`config.mk`:
```
export PLATFORM = sky130hd
export DESIGN_NAME = cpx_expansion
export DESIGN_NICKNAME = d
export VERILOG_FILES = /design/src/logic/cpx_pkg.sv /design/src/logic/cpx_expansion.sv /design/src/logic/cpx_handover.sv /design/src/logic/cpx_pair_merge.sv
export SDC_FILE = /design/constraint.sdc
export NUM_CORES = 1
export LEC_CHECK = 0
export BUFFER_PORTS_ARGS = -buffer_cell sky130_fd_sc_hd__clkbuf_2
export CORE_UTILIZATION = 45
export CTS_CLUSTER_SIZE = 28
export DETAILED_ROUTE_END_ITERATION = 8
export PLACE_DENSITY = 0.69
export SLEW_MARGIN = 20
export SYNTH_ARGS = -nofsm -noshare
export SYNTH_HDL_FRONTEND = slang
export SYNTH_SLANG_ARGS = --single-unit
```
`constraint.sdc`:
```
create_clock -name ref_clk -period 2.2 [get_ports ref_clk]
set_input_delay 0.22 -clock ref_clk [delete_from_list [all_inputs] [get_ports ref_clk]]
set_output_delay 0.22 -clock ref_clk [all_outputs]
set_load 0.01 [all_outputs]
```
`src/logic/cpx_pkg.sv`:
```
// constants shared by the coupled pwm expansion logic
package cpx_pkg;

  localparam int NUM_UNITS = 6;
  localparam int NUM_PAIRS = 3;
  localparam int ADDR_W = 4;
  localparam int DATA_W = 8;

  // global mode field encodings
  localparam logic [2:0] MODE_SINGLE = 3'h0;
  localparam logic [2:0] MODE_SYNC_PAIR = 3'h1;
  localparam logic [2:0] MODE_TWO_SYNC = 3'h2;
  localparam logic [2:0] MODE_TWO_ASYNC = 3'h3;
  localparam logic [2:0] MODE_EXT = 3'h4;
  localparam logic [2:0] MODE_ASYNC_PAIR = 3'h5;

  // unit_state code of the frozen state
  localparam logic [2:0] STATE_HOLD = 3'h5;

  // register offsets
  localparam logic [3:0] ADDR_CFG0 = 4'h0;
  localparam logic [3:0] ADDR_CFG1 = 4'h1;
  localparam logic [3:0] ADDR_CFG2 = 4'h2;
  localparam logic [3:0] ADDR_UNLOCK = 4'h3;
  localparam logic [3:0] ADDR_ACTIVE = 4'h4;
  localparam logic [3:0] ADDR_PAIRSTAT = 4'h5;

  // unit_config_register layout: lower unit then upper unit
  localparam int CFG_MODE_LO_POS = 0;
  localparam int CFG_DRV_LO_POS = 3;
  localparam int CFG_MODE_HI_POS = 4;
  localparam int CFG_DRV_HI_POS = 7;
  localparam logic [7:0] CFG_RESET = 8'h00;
  localparam logic [2:0] UNLOCK_RESET = 3'h0;

  // handover timing, in unit clock periods
  localparam int HANDOVER_LAT_TCK = 2;
  localparam int REENTER_MIN_TCK = 3;

endpackage

```
`src/logic/cpx_expansion.sv`:
```
// coupled pwm state-machine expansion interface, top level
//
// Contract
// - pair unlock selection stays writable while units run.
// - mode 000 single, 001 sync pair, 010 two sync pairs, 011 two async, 100 ext, 101 async.
// - merged-drive clear gives each unit its own independent output.
// - unit active outside frozen state, inactive inside it.
// - pair active if one unit runs and other pair fully frozen.
// - single mode unit depends only on its own configuration; code still merges pin 2 through pair 0 while pair 0 is in two-pairs mode.
// - sync pair keeps exactly one unit active, alternating.
// - unit entering frozen state releases partner, active two periods later.
// - unit n couples with n+1 for n of 0, 2, 4.
// - both merged-drive bits clear gives separate outputs per unit.
// - single merged-drive bit makes that pin the OR of gated waveforms.
// - merged pin drops the frozen unit's level at handover, low while both are frozen.
// - two-pairs mode pairs units 0,1 and 2,3, outputs cross coupled.
// - handover by hold handshakes, plus pair-switch line for two pairs.
// - outputs 0 with 2 and 1 with 3 cross coupled, one pair active.
module cpx_expansion (
  input wire logic ref_clk,
  input wire logic sys_rst,
  input wire logic [cpx_pkg::ADDR_W-1:0] reg_addr,
  input wire logic [cpx_pkg::DATA_W-1:0] reg_wdata,
  input wire logic reg_wr,
  input wire logic reg_rd,
  output logic [cpx_pkg::DATA_W-1:0] reg_rdata_r,
  input wire logic [cpx_pkg::NUM_UNITS-1:0] unit_enable,
  input wire logic [3*cpx_pkg::NUM_UNITS-1:0] unit_state,
  input wire logic [cpx_pkg::NUM_UNITS-1:0] unit_pwm,
  input wire logic pair_switch,
  output logic [cpx_pkg::NUM_UNITS-1:0] pwm_out_r,
  output logic [cpx_pkg::NUM_UNITS-1:0] hold_release_handshake_r,
  output logic [cpx_pkg::NUM_UNITS-1:0] unit_coupled_r
);
  import cpx_pkg::*;

  // ********************************
  // configuration registers
  // ********************************
  logic [7:0] cfg_r [NUM_PAIRS];
  logic [2:0] unlock_r;
  logic [NUM_PAIRS-1:0] pair_busy;
  logic [NUM_PAIRS-1:0] cfg_wr;
  logic unlock_wr;

  assign unlock_wr = reg_wr & (reg_addr == ADDR_UNLOCK);

  genvar gp;
  generate
    for (gp = 0; gp < NUM_PAIRS; gp++) begin : g_cfg
      // config frozen while either unit of the pair runs
      assign pair_busy[gp] = unit_enable[2*gp] | unit_enable[2*gp+1];
      assign cfg_wr[gp] = reg_wr & (reg_addr == ADDR_W'(gp)) & ~pair_busy[gp];
      always_ff @(posedge ref_clk) begin
        if (sys_rst) begin
          cfg_r[gp] <= CFG_RESET;
        end else if (cfg_wr[gp]) begin
          cfg_r[gp] <= reg_wdata;
        end
      end
    end
  endgenerate

  // unlock may change at any time
  always_ff @(posedge ref_clk) begin
    if (sys_rst) begin
      unlock_r <= UNLOCK_RESET;
    end else if (unlock_wr) begin
      unlock_r <= reg_wdata[2:0];
    end
  end

  // ********************************
  // mode decode and activity
  // ********************************
  logic [2:0] pair_mode [NUM_PAIRS];
  logic [NUM_UNITS-1:0] drv;
  logic [NUM_UNITS-1:0] hold;
  logic [NUM_UNITS-1:0] active;
  logic [NUM_PAIRS-1:0] coupled;
  logic [NUM_PAIRS-1:0] merge_ok;
  logic two_pairs;
  logic [1:0] pair_act;

  generate
    for (gp = 0; gp < NUM_PAIRS; gp++) begin : g_dec
      assign pair_mode[gp] = cfg_r[gp][CFG_MODE_LO_POS +: 3];
      assign drv[2*gp] = cfg_r[gp][CFG_DRV_LO_POS];
      assign drv[2*gp+1] = cfg_r[gp][CFG_DRV_HI_POS];
      // unit n couples only with n+1
      assign coupled[gp] = ~unlock_r[gp] & ((pair_mode[gp] == MODE_SYNC_PAIR) |
        (pair_mode[gp] == MODE_TWO_SYNC) | (pair_mode[gp] == MODE_TWO_ASYNC) |
        (pair_mode[gp] == MODE_ASYNC_PAIR));
      assign merge_ok[gp] = coupled[gp];
    end
  endgenerate

  generate
    for (gp = 0; gp < NUM_UNITS; gp++) begin : g_act
      assign hold[gp] = unit_state[3*gp +: 3] == STATE_HOLD;
      assign active[gp] = ~hold[gp];
    end
  endgenerate

  assign two_pairs = coupled[0] & ((pair_mode[0] == MODE_TWO_SYNC) | (pair_mode[0] == MODE_TWO_ASYNC));
  assign pair_act[0] = (active[0] | active[1]) & hold[2] & hold[3];
  assign pair_act[1] = (active[2] | active[3]) & hold[0] & hold[1];

  // ********************************
  // handover between partners
  // ********************************
  logic [NUM_PAIRS-1:0] allow;
  logic [NUM_PAIRS-1:0] ext_lo;
  logic [NUM_PAIRS-1:0] ext_hi;
  logic [NUM_PAIRS-1:0] first_lo;
  logic [NUM_PAIRS-1:0] leave;
  logic [NUM_UNITS-1:0] rel;

  // pair switch level picks the pair holding control
  assign allow[0] = ~two_pairs | ~pair_switch;
  assign allow[1] = ~two_pairs | pair_switch;
  assign allow[2] = 1'b1;
  // the unit of the next pair that froze first takes over
  assign ext_lo[0] = two_pairs & leave[1] & first_lo[0];
  assign ext_hi[0] = two_pairs & leave[1] & ~first_lo[0];
  assign ext_lo[1] = two_pairs & leave[0] & first_lo[1];
  assign ext_hi[1] = two_pairs & leave[0] & ~first_lo[1];
  assign ext_lo[2] = 1'b0;
  assign ext_hi[2] = 1'b0;

  generate
    for (gp = 0; gp < NUM_PAIRS; gp++) begin : g_hs
      cpx_handover u_hs (
        .ref_clk(ref_clk),
        .sys_rst(sys_rst),
        .coupled(coupled[gp]),
        .allow(allow[gp]),
        .hold_lo(hold[2*gp]),
        .hold_hi(hold[2*gp+1]),
        .ext_rel_lo(ext_lo[gp]),
        .ext_rel_hi(ext_hi[gp]),
        .rel_lo_r(rel[2*gp]),
        .rel_hi_r(rel[2*gp+1]),
        .first_lo_r(first_lo[gp]),
        .leave(leave[gp])
      );
    end
  endgenerate

  // ********************************
  // output merging
  // ********************************
  logic [2:0] sa_idx [NUM_PAIRS];
  logic [2:0] sb_idx [NUM_PAIRS];
  logic [NUM_PAIRS-1:0] s_act_a;
  logic [NUM_PAIRS-1:0] s_act_b;
  logic [NUM_PAIRS-1:0] s_out_a;
  logic [NUM_PAIRS-1:0] s_out_b;
  logic [NUM_UNITS-1:0] pwm_nxt;

  // slots: two-pairs crosses 0 with 2 and 1 with 3
  assign sa_idx[0] = 3'h0;
  assign sb_idx[0] = two_pairs ? 3'h2 : 3'h1;
  assign sa_idx[1] = two_pairs ? 3'h1 : 3'h2;
  assign sb_idx[1] = 3'h3;
  assign sa_idx[2] = 3'h4;
  assign sb_idx[2] = 3'h5;
  assign s_act_a[0] = two_pairs ? pair_act[0] : active[0];
  assign s_act_b[0] = two_pairs ? pair_act[1] : active[1];
  assign s_act_a[1] = two_pairs ? pair_act[0] : active[2];
  assign s_act_b[1] = two_pairs ? pair_act[1] : active[3];
  assign s_act_a[2] = active[4];
  assign s_act_b[2] = active[5];

  generate
    for (gp = 0; gp < NUM_PAIRS; gp++) begin : g_mrg
      cpx_pair_merge u_mrg (
        .merge_en(merge_ok[gp]),
        .pwm_a(unit_pwm[sa_idx[gp]]),
        .pwm_b(unit_pwm[sb_idx[gp]]),
        .act_a(s_act_a[gp]),
        .act_b(s_act_b[gp]),
        .drv_a(drv[sa_idx[gp]]),
        .drv_b(drv[sb_idx[gp]]),
        .out_a(s_out_a[gp]),
        .out_b(s_out_b[gp])
      );
    end
  endgenerate

  assign pwm_nxt[0] = s_out_a[0];
  assign pwm_nxt[1] = two_pairs ? s_out_a[1] : s_out_b[0];
  assign pwm_nxt[2] = two_pairs ? s_out_b[0] : s_out_a[1];
  assign pwm_nxt[3] = s_out_b[1];
  assign pwm_nxt[4] = s_out_a[2];
  assign pwm_nxt[5] = s_out_b[2];

  // ********************************
  // register read and outputs
  // ********************************
  logic [DATA_W-1:0] rd_mux;
  logic [NUM_UNITS-1:0] coupled_units;

  assign coupled_units = {{2{coupled[2]}}, {2{coupled[1]}}, {2{coupled[0]}}};
  assign rd_mux = (reg_addr == ADDR_CFG0) ? cfg_r[0] :
    (reg_addr == ADDR_CFG1) ? cfg_r[1] :
    (reg_addr == ADDR_CFG2) ? cfg_r[2] :
    (reg_addr == ADDR_UNLOCK) ? {5'h00, unlock_r} :
    (reg_addr == ADDR_ACTIVE) ? {2'h0, active} :
    (reg_addr == ADDR_PAIRSTAT) ? {3'h0, two_pairs, pair_switch, 1'b0, pair_act} : 8'h00;

  always_ff @(posedge ref_clk) begin
    if (sys_rst) begin
      reg_rdata_r <= 8'h00;
      pwm_out_r <= 6'h00;
      hold_release_handshake_r <= 6'h00;
      unit_coupled_r <= 6'h00;
    end else begin
      reg_rdata_r <= reg_rd ? rd_mux : 8'h00;
      pwm_out_r <= pwm_nxt;
      hold_release_handshake_r <= rel;
      unit_coupled_r <= coupled_units;
    end
  end
endmodule // cpx_expansion

```
`src/logic/cpx_handover.sv`:
```
// hold-enter / hold-release handshake for one coupled pair
module cpx_handover (
  input wire logic ref_clk,
  input wire logic sys_rst,
  input wire logic coupled,
  input wire logic allow,
  input wire logic hold_lo,
  input wire logic hold_hi,
  input wire logic ext_rel_lo,
  input wire logic ext_rel_hi,
  output logic rel_lo_r,
  output logic rel_hi_r,
  output logic first_lo_r,
  output logic leave
);
  logic hold_lo_d_r;
  logic hold_hi_d_r;
  logic enter_lo;
  logic enter_hi;
  logic rel_lo_nxt;
  logic rel_hi_nxt;
  logic first_lo_nxt;

  assign enter_lo = hold_lo & ~hold_lo_d_r;
  assign enter_hi = hold_hi & ~hold_hi_d_r;
  // entering unit frees its partner only while the pair holds control
  assign rel_lo_nxt = coupled & ((enter_hi & allow) | ext_rel_lo);
  assign rel_hi_nxt = coupled & ((enter_lo & allow) | ext_rel_hi);
  // control leaves the pair when it lost the pair switch
  assign leave = coupled & ~allow & (enter_lo | enter_hi);
  assign first_lo_nxt = (enter_hi & ~enter_lo) ? 1'b1 : (enter_lo & ~enter_hi) ? 1'b0 : first_lo_r;

  always_ff @(posedge ref_clk) begin
    if (sys_rst) begin
      hold_lo_d_r <= 1'b0;
      hold_hi_d_r <= 1'b0;
      rel_lo_r <= 1'b0;
      rel_hi_r <= 1'b0;
      first_lo_r <= 1'b1;
    end else begin
      hold_lo_d_r <= hold_lo;
      hold_hi_d_r <= hold_hi;
      rel_lo_r <= rel_lo_nxt;
      rel_hi_r <= rel_hi_nxt;
      first_lo_r <= first_lo_nxt;
    end
  end
endmodule // cpx_handover

```
`src/logic/cpx_pair_merge.sv`:
```
// merged-drive output selection for two units
module cpx_pair_merge (
  input wire logic merge_en,
  input wire logic pwm_a,
  input wire logic pwm_b,
  input wire logic act_a,
  input wire logic act_b,
  input wire logic drv_a,
  input wire logic drv_b,
  output logic out_a,
  output logic out_b
);
  logic merged;
  logic sel_a;
  logic sel_b;

  // each term gated by its owner being active; low when both frozen
  assign merged = (pwm_a & act_a) | (pwm_b & act_b);
  assign sel_a = merge_en & drv_a & ~drv_b;
  assign sel_b = merge_en & drv_b & ~drv_a;
  assign out_a = sel_a ? merged : pwm_a;
  assign out_b = sel_b ? merged : pwm_b;
endmodule // cpx_pair_merge

```
==> results.cfg, run 1 <==
[clock_tree]
cts-root-buf = clkbuf_8
cts_hold_buf = 0
cts_buffers = 9
cts_tree = built
cts_htree_levels = 3
cts_max_path_buffers = 2
cts_resized = 0
clk_latency_ps = 340
cts_sinks = 64
cts_setup_buffers = 0
clk_pin_slew_ps = 70

[final_layout]
areaGrowthSynthToFinish_pct = 21.75
fin_util_pct = 58.01
antenna_cells = 0
nets = 405
layout-drive-gt1-share_pct = 26.72

[worst_setup_path]
required_ps = 2460
worstPathCellList = nor3b_4, buf_4, a21oi_1, o32ai_1, a31oi_1, a211oi_1
crit_type = reg -> reg
reg2regPathDepth = 6
cp_max_fo = 13
cp.arrival_ps = 2140
critPathMaxStageDelay_ps = 480
cpLargestDelayFamily = compound AO/OA/AOI/OAI gates
crit_slowest_cell = edfxtp_1
ff2ff_setup_slack_ps = 320
reg2reg_to = pwm_out_r[3]$_SDFF_PP0_
crit_buf_inv = 1
cp-start-kind = register
rr_startpoint = cfg_r[0][2]$_SDFFCE_PN0P_
endpoint_kind = register

[run_status]
status = finished, final reports clean

[power]
power_leakage_nw = 1.501
irDropWorstVdd_v = 0.0003931
power_density_nw_per_um2 = 738.5

[sta]
finalHoldViolCount = 0
grt_setup_unrepaired = false
slew_violations = 0
tightest_slew_ps = 454.1
finalSetupViolCount = 0
layout_min_cycle_time_ps = 1877
period_share_pct = 85.31
setup_tns_ps = 0
max_freq_ghz = 0.5328
holdWs_ps = 125.4
slew_headroom_pct = 69.30
finalClockSkew_ps = 8.400

[floorplan]
dieArea_um2 = 6741
io_pins = 73
rows = 28
core_um2 = 6061
fp.dieW_um = 82.11
start_util_pct = 47.65
dieHeight_um = 82.11

[synthesis]
ys_seq_area_share_pct = 52.69
ys_top_cells_by_area = dfxtp_1 28%, edfxtp_1 25%, and2_1 5.4%
yosys.area.top_type = dfxtp_1
syn_area_per_cell_um2 = 10.13
ys_seq_elements = 64
synth_cells = 285
synth.distinct_cells = 52
synth_top_area_share_pct = 27.73
yosysMostFrequentCell = dfxtp_1
async_flop_share_pct = 0
syn_nets = 332
dominantRegCellSynth = dfxtp_1
synth_edf_count = 24
yosys_warnings = 0
synth_commonest_cells = 40 x dfxtp_1, 35 x nor2_1, 25 x and2_1
syn_area_um2 = 2888

[route]
wl_um = 6251
antenna_left = 0
vias = 2351
drt_iter0_markers = 99
via_per_inst = 5.368
wl_per_cell_um = 14.27
firstDrtPassIters = 5
drc = 0

[hold_path]
min-delay-start = unit_pwm[5]
whs_endpoint = pwm_out_r[5]$_SDFF_PP0_
min_path_cells = 3
hold_class = in -> reg

[global_routing]
grt_pass1_wl_um = 10130
grt.total_usage_pct = 20.78
grt_max_degree = 27
grt_pass1_vias = 2227
grt_antenna_before_repair = 0
gr-total-overflow = 0

[placement]
gp_congestion = 0.8754
hpwl_um = 4796
port_buffers = 72

[flow_run]
maxCapViolCount = 0
worst reg2reg max path: stages, from the launching register on:
cell      delay, ps
edfxtp_1        480
nor3b_4         320
buf_4           240
a21oi_1          80
o32ai_1         370
a31oi_1          80
a211oi_1        230
power by group:
part | switching [mW] | internal, mW
clock | 0.436 | 0.593
sequential | 0.0284 | 1.28
combinational | 0.148 | 0.115
cell families after synthesis:
family / after synthesis / share of synthesized area [%]
muxes: 12 / 4.246
DFF: 64 / 52.69
buffers and inverters: 22 / 3.336
AOI/OAI and AO/OA: 55 / 13.65
adders and majority gates: 2 / 0.6933
and+or+nand+nor: 130 / 25.39
registers in the layout, indices dropped and copies added (netlist names):
signal	count
g_hs.u_hs.rel_lo_r	3
cfg_r	24
unit_coupled_r	3
hold_release_handshake_r	6
g_hs.u_hs.hold_hi_d_r	3
reg_rdata_r	8
unlock_r	3
pwm_out_r	6
g_hs.u_hs.hold_lo_d_r	3
g_hs.u_hs.first_lo_r	2
g_hs.u_hs.rel_hi_r	3
cells in the final DEF (no fill, tap or decap), drive strengths merged, types with 2 or more instances in the layout:
cell type and instances:
a211oi 4, a21oi 14, a222oi 3, a22oi 4, a31oi 2, and2 25, and3 3, and3b 3
buf 5, clkbuf 84, clkinv 2, dfxtp 40, edfxtp 24, inv 8, maj3 2, mux2 2
mux2i 10, nand2 10, nand2b 9, nand3 5, nand3b 8, nor2 35, nor2b 9, nor3 6
nor3b 2, nor4 5, nor4b 2, o2111ai 2, o21ai 3, o21bai 2, o221ai 2, o22ai 5
o41ai 2, or2 4, or4 3
how the worst max path moves through the flow:
stage	from	slack (ps)	endpoint	depth (start not counted)
after detailed placement	cfg_r[0][2]$_SDFFCE_PN0P_	350	pwm_out_r[3]$_SDFF_PP0_	6
after floorplan	cfg_r[0][2]$_SDFFCE_PN0P_	540	pwm_out_r[2]$_SDFF_PP0_	5
after global routing	cfg_r[0][2]$_SDFFCE_PN0P_	120	pwm_out_r[3]$_SDFF_PP0_	6
after CTS	cfg_r[0][2]$_SDFFCE_PN0P_	330	pwm_out_r[3]$_SDFF_PP0_	6
after global placement	cfg_r[0][2]$_SDFFCE_PN0P_	410	pwm_out_r[3]$_SDFF_PP0_	6
final	cfg_r[0][2]$_SDFFCE_PN0P_	320	pwm_out_r[3]$_SDFF_PP0_	6
layout make-up:
class / instances / area [um2]
inverters: 7 / 26.28
clock inverters: 4 / 50.05
well taps: 75 / 93.84
fillers: 549 / 2545
flip-flops and latches: 64 / 1521
repair buffers: 77 / 397.9
multi-input cells: 199 / 1270
clock buffers: 12 / 156.4
through the flow:
step                      cells  power (mW)  area [um2]  worst slack [ps]
after global placement      422       1.589        3309             406.3
after detailed placement    422       1.593        3309             346.9
after floorplan             285       1.484        2888             541.0
after global routing        438       2.703        3516             124.4
after CTS                   438       2.619        3516             328.4
final                       438       2.596        3516             323.2
layer usage:
metal	track usage, %	vias up	wire [um]
li1	-	1187	-
met1	24.49	1053	2712
met2	33.88	96	2981
met3	5.934	15	438
met4	11.75	0	119
met5	0	-	0
Note: power is estimated with default switching activity, not from simulation.
==> run 2, diff against run 1 <==
--- a/config.mk
+++ b/config.mk
@@ -6,10 +6,10 @@
 export NUM_CORES = 1
 export LEC_CHECK = 0
 export BUFFER_PORTS_ARGS = -buffer_cell sky130_fd_sc_hd__clkbuf_2
-export CORE_UTILIZATION = 45
+export CORE_UTILIZATION = 53
 export CTS_CLUSTER_SIZE = 28
 export DETAILED_ROUTE_END_ITERATION = 8
-export PLACE_DENSITY = 0.69
+export PLACE_DENSITY = 0.8
 export SLEW_MARGIN = 20
 export SYNTH_ARGS = -nofsm -noshare
 export SYNTH_HDL_FRONTEND = slang
==> results.cfg, run 2 (same netlist as run 1, synthesis figures left out) <==
[worst_setup_path]
cp_max_fo = 11
endpoint_kind = register
required_ps = 2470
cp-start-kind = register
crit_slowest_cell = edfxtp_1
reg2reg_to = pwm_out_r[3]$_SDFF_PP0_
critPathMaxStageDelay_ps = 480
ff2ff_setup_slack_ps = 270
rr_startpoint = cfg_r[0][2]$_SDFFCE_PN0P_
crit_type = reg -> reg
cp.arrival_ps = 2190
reg2regPathDepth = 6
worstPathCellList = nor3b_4, buf_4, a21oi_1, o32ai_1, a31oi_1, a211oi_1

[hold_path]
min_path_cells = 3
whs_endpoint = pwm_out_r[5]$_SDFF_PP0_
min-delay-start = unit_pwm[5]
hold_class = in -> reg

[clock_tree]
cts_sinks = 64
cts_max_path_buffers = 2
cts_hold_buf = 0
cts_htree_levels = 3
clk_latency_ps = 350
clk_pin_slew_ps = 70
cts_setup_buffers = 0
cts-root-buf = clkbuf_8
cts_buffers = 9
cts_resized = 0
cts_tree = built

[placement]
pre_cts_slack_ps = 318.1
hpwl_um = 4736
gp_congestion = 0.8757
port_buffers = 72
dp.cells = 417
post_dp_cell_area_um2 = 3303

[final_layout]
design_area_um2 = 3538
layout-drive-gt1-share_pct = 27.00
multiInputGateArea_um2 = 1270
nets = 405
largest_reg_flops = 24
largest-register = cfg_r
register_area_um2 = 1521
layout_common_cells = 72 x clkbuf_2, 40 x dfxtp_1, 35 x nor2_1, 25 x and2_1, 24 x edfxtp_1
layout_commonest_cell = clkbuf_2
fin_cells = 433
areaGrowthSynthToFinish_pct = 22.53
antenna_cells = 0
num-fill-cells = 403
fin_util_pct = 68.41
largestRegisters = cfg_r: 24 flops, reg_rdata_r: 8 flops

[sta]
tightest_slew_ps = 524.4
finalSetupViolCount = 0
period_share_pct = 87.58
finalClockSkew_ps = 6.696
setup_tns_ps = 0
finalHoldViolCount = 0
holdWs_ps = 118.2
layout_min_cycle_time_ps = 1927
setup_ws_ps = 273.3
slew_headroom_pct = 64.55
slew_violations = 0
max_freq_ghz = 0.5190
grt_setup_unrepaired = false

[power]
irDropWorstVdd_v = 0.0006037
power_leakage_nw = 1.515
total_power_mw = 2.712
power_density_nw_per_um2 = 766.5

[route]
via_per_inst = 5.594
wl_per_cell_um = 14.81
drc = 0
routed.top_layer = met4
vias = 2422
firstDrtPassIters = 4
drt_iter0_markers = 138
dr_wl_met2_um = 3078
wl_met3_um = 467
met1Wirelength_um = 2706
antenna_left = 0
wl_um = 6414

[global_routing]
grt_max_degree = 26
grt_antenna_before_repair = 0
gr-total-overflow = 0
grt_pass1_vias = 2186
grt.total_usage_pct = 24.91
grt_pass1_wl_um = 10140

[flow_run]
maxCapViolCount = 0

[floorplan]
core_um2 = 5172
rows = 26
io_pins = 73
dieArea_um2 = 5748
fp.dieW_um = 75.82
dieHeight_um = 75.82
start_util_pct = 55.83

[run_status]
status = finished, final reports clean
run 2: worst max-delay path by stage:
| stage | from | depth (start not counted) | slack (ps) | end |
|---|---|---|---|---|
| floorplan | cfg_r[0][2]$_SDFFCE_PN0P_ | 5 | 540 | pwm_out_r[2]$_SDFF_PP0_ |
| global placement | cfg_r[0][2]$_SDFFCE_PN0P_ | 6 | 400 | pwm_out_r[3]$_SDFF_PP0_ |
| detailed placement | cfg_r[0][2]$_SDFFCE_PN0P_ | 6 | 320 | pwm_out_r[3]$_SDFF_PP0_ |
| CTS | cfg_r[0][2]$_SDFFCE_PN0P_ | 6 | 300 | pwm_out_r[3]$_SDFF_PP0_ |
| global route | cfg_r[0][2]$_SDFFCE_PN0P_ | 6 | 110 | pwm_out_r[3]$_SDFF_PP0_ |
| finish | cfg_r[0][2]$_SDFFCE_PN0P_ | 6 | 270 | pwm_out_r[3]$_SDFF_PP0_ |
run 2: worst max-delay path, delay by kind of cell (launching register included):
| kind | cells | cell delay (ps) |
|---|---|---|
| compound gates | 4 | 760 |
| buf+inv | 1 | 230 |
| flops | 1 | 480 |
| simple gates | 1 | 370 |
run 2: area by class of cell:
class / instances / area share [%]
Tap cell: 70 / 2.475
Inverter: 7 / 0.7426
Clock buffer: 13 / 5.410
Multi-Input combinational cell: 199 / 35.89
Clock inverter: 3 / 1.238
Timing Repair Buffer: 77 / 11.24
Sequential cell: 64 / 43.00
run 2: where the power goes:
| group | total [mW] | internal (mW) | switching (mW) |
|---|---|---|---|
| clock network | 1.14 | 0.692 | 0.449 |
| registers | 1.30 | 1.28 | 0.0283 |
| logic | 0.267 | 0.115 | 0.152 |
| total | 2.71 | 2.08 | 0.629 |
run 2: layer usage:
layer	vias up	global-route usage, %
li1	1187	-
met1	1123	29.03
met2	95	41.49
met3	17	8.995
met4	0	10.49
met5	-	0
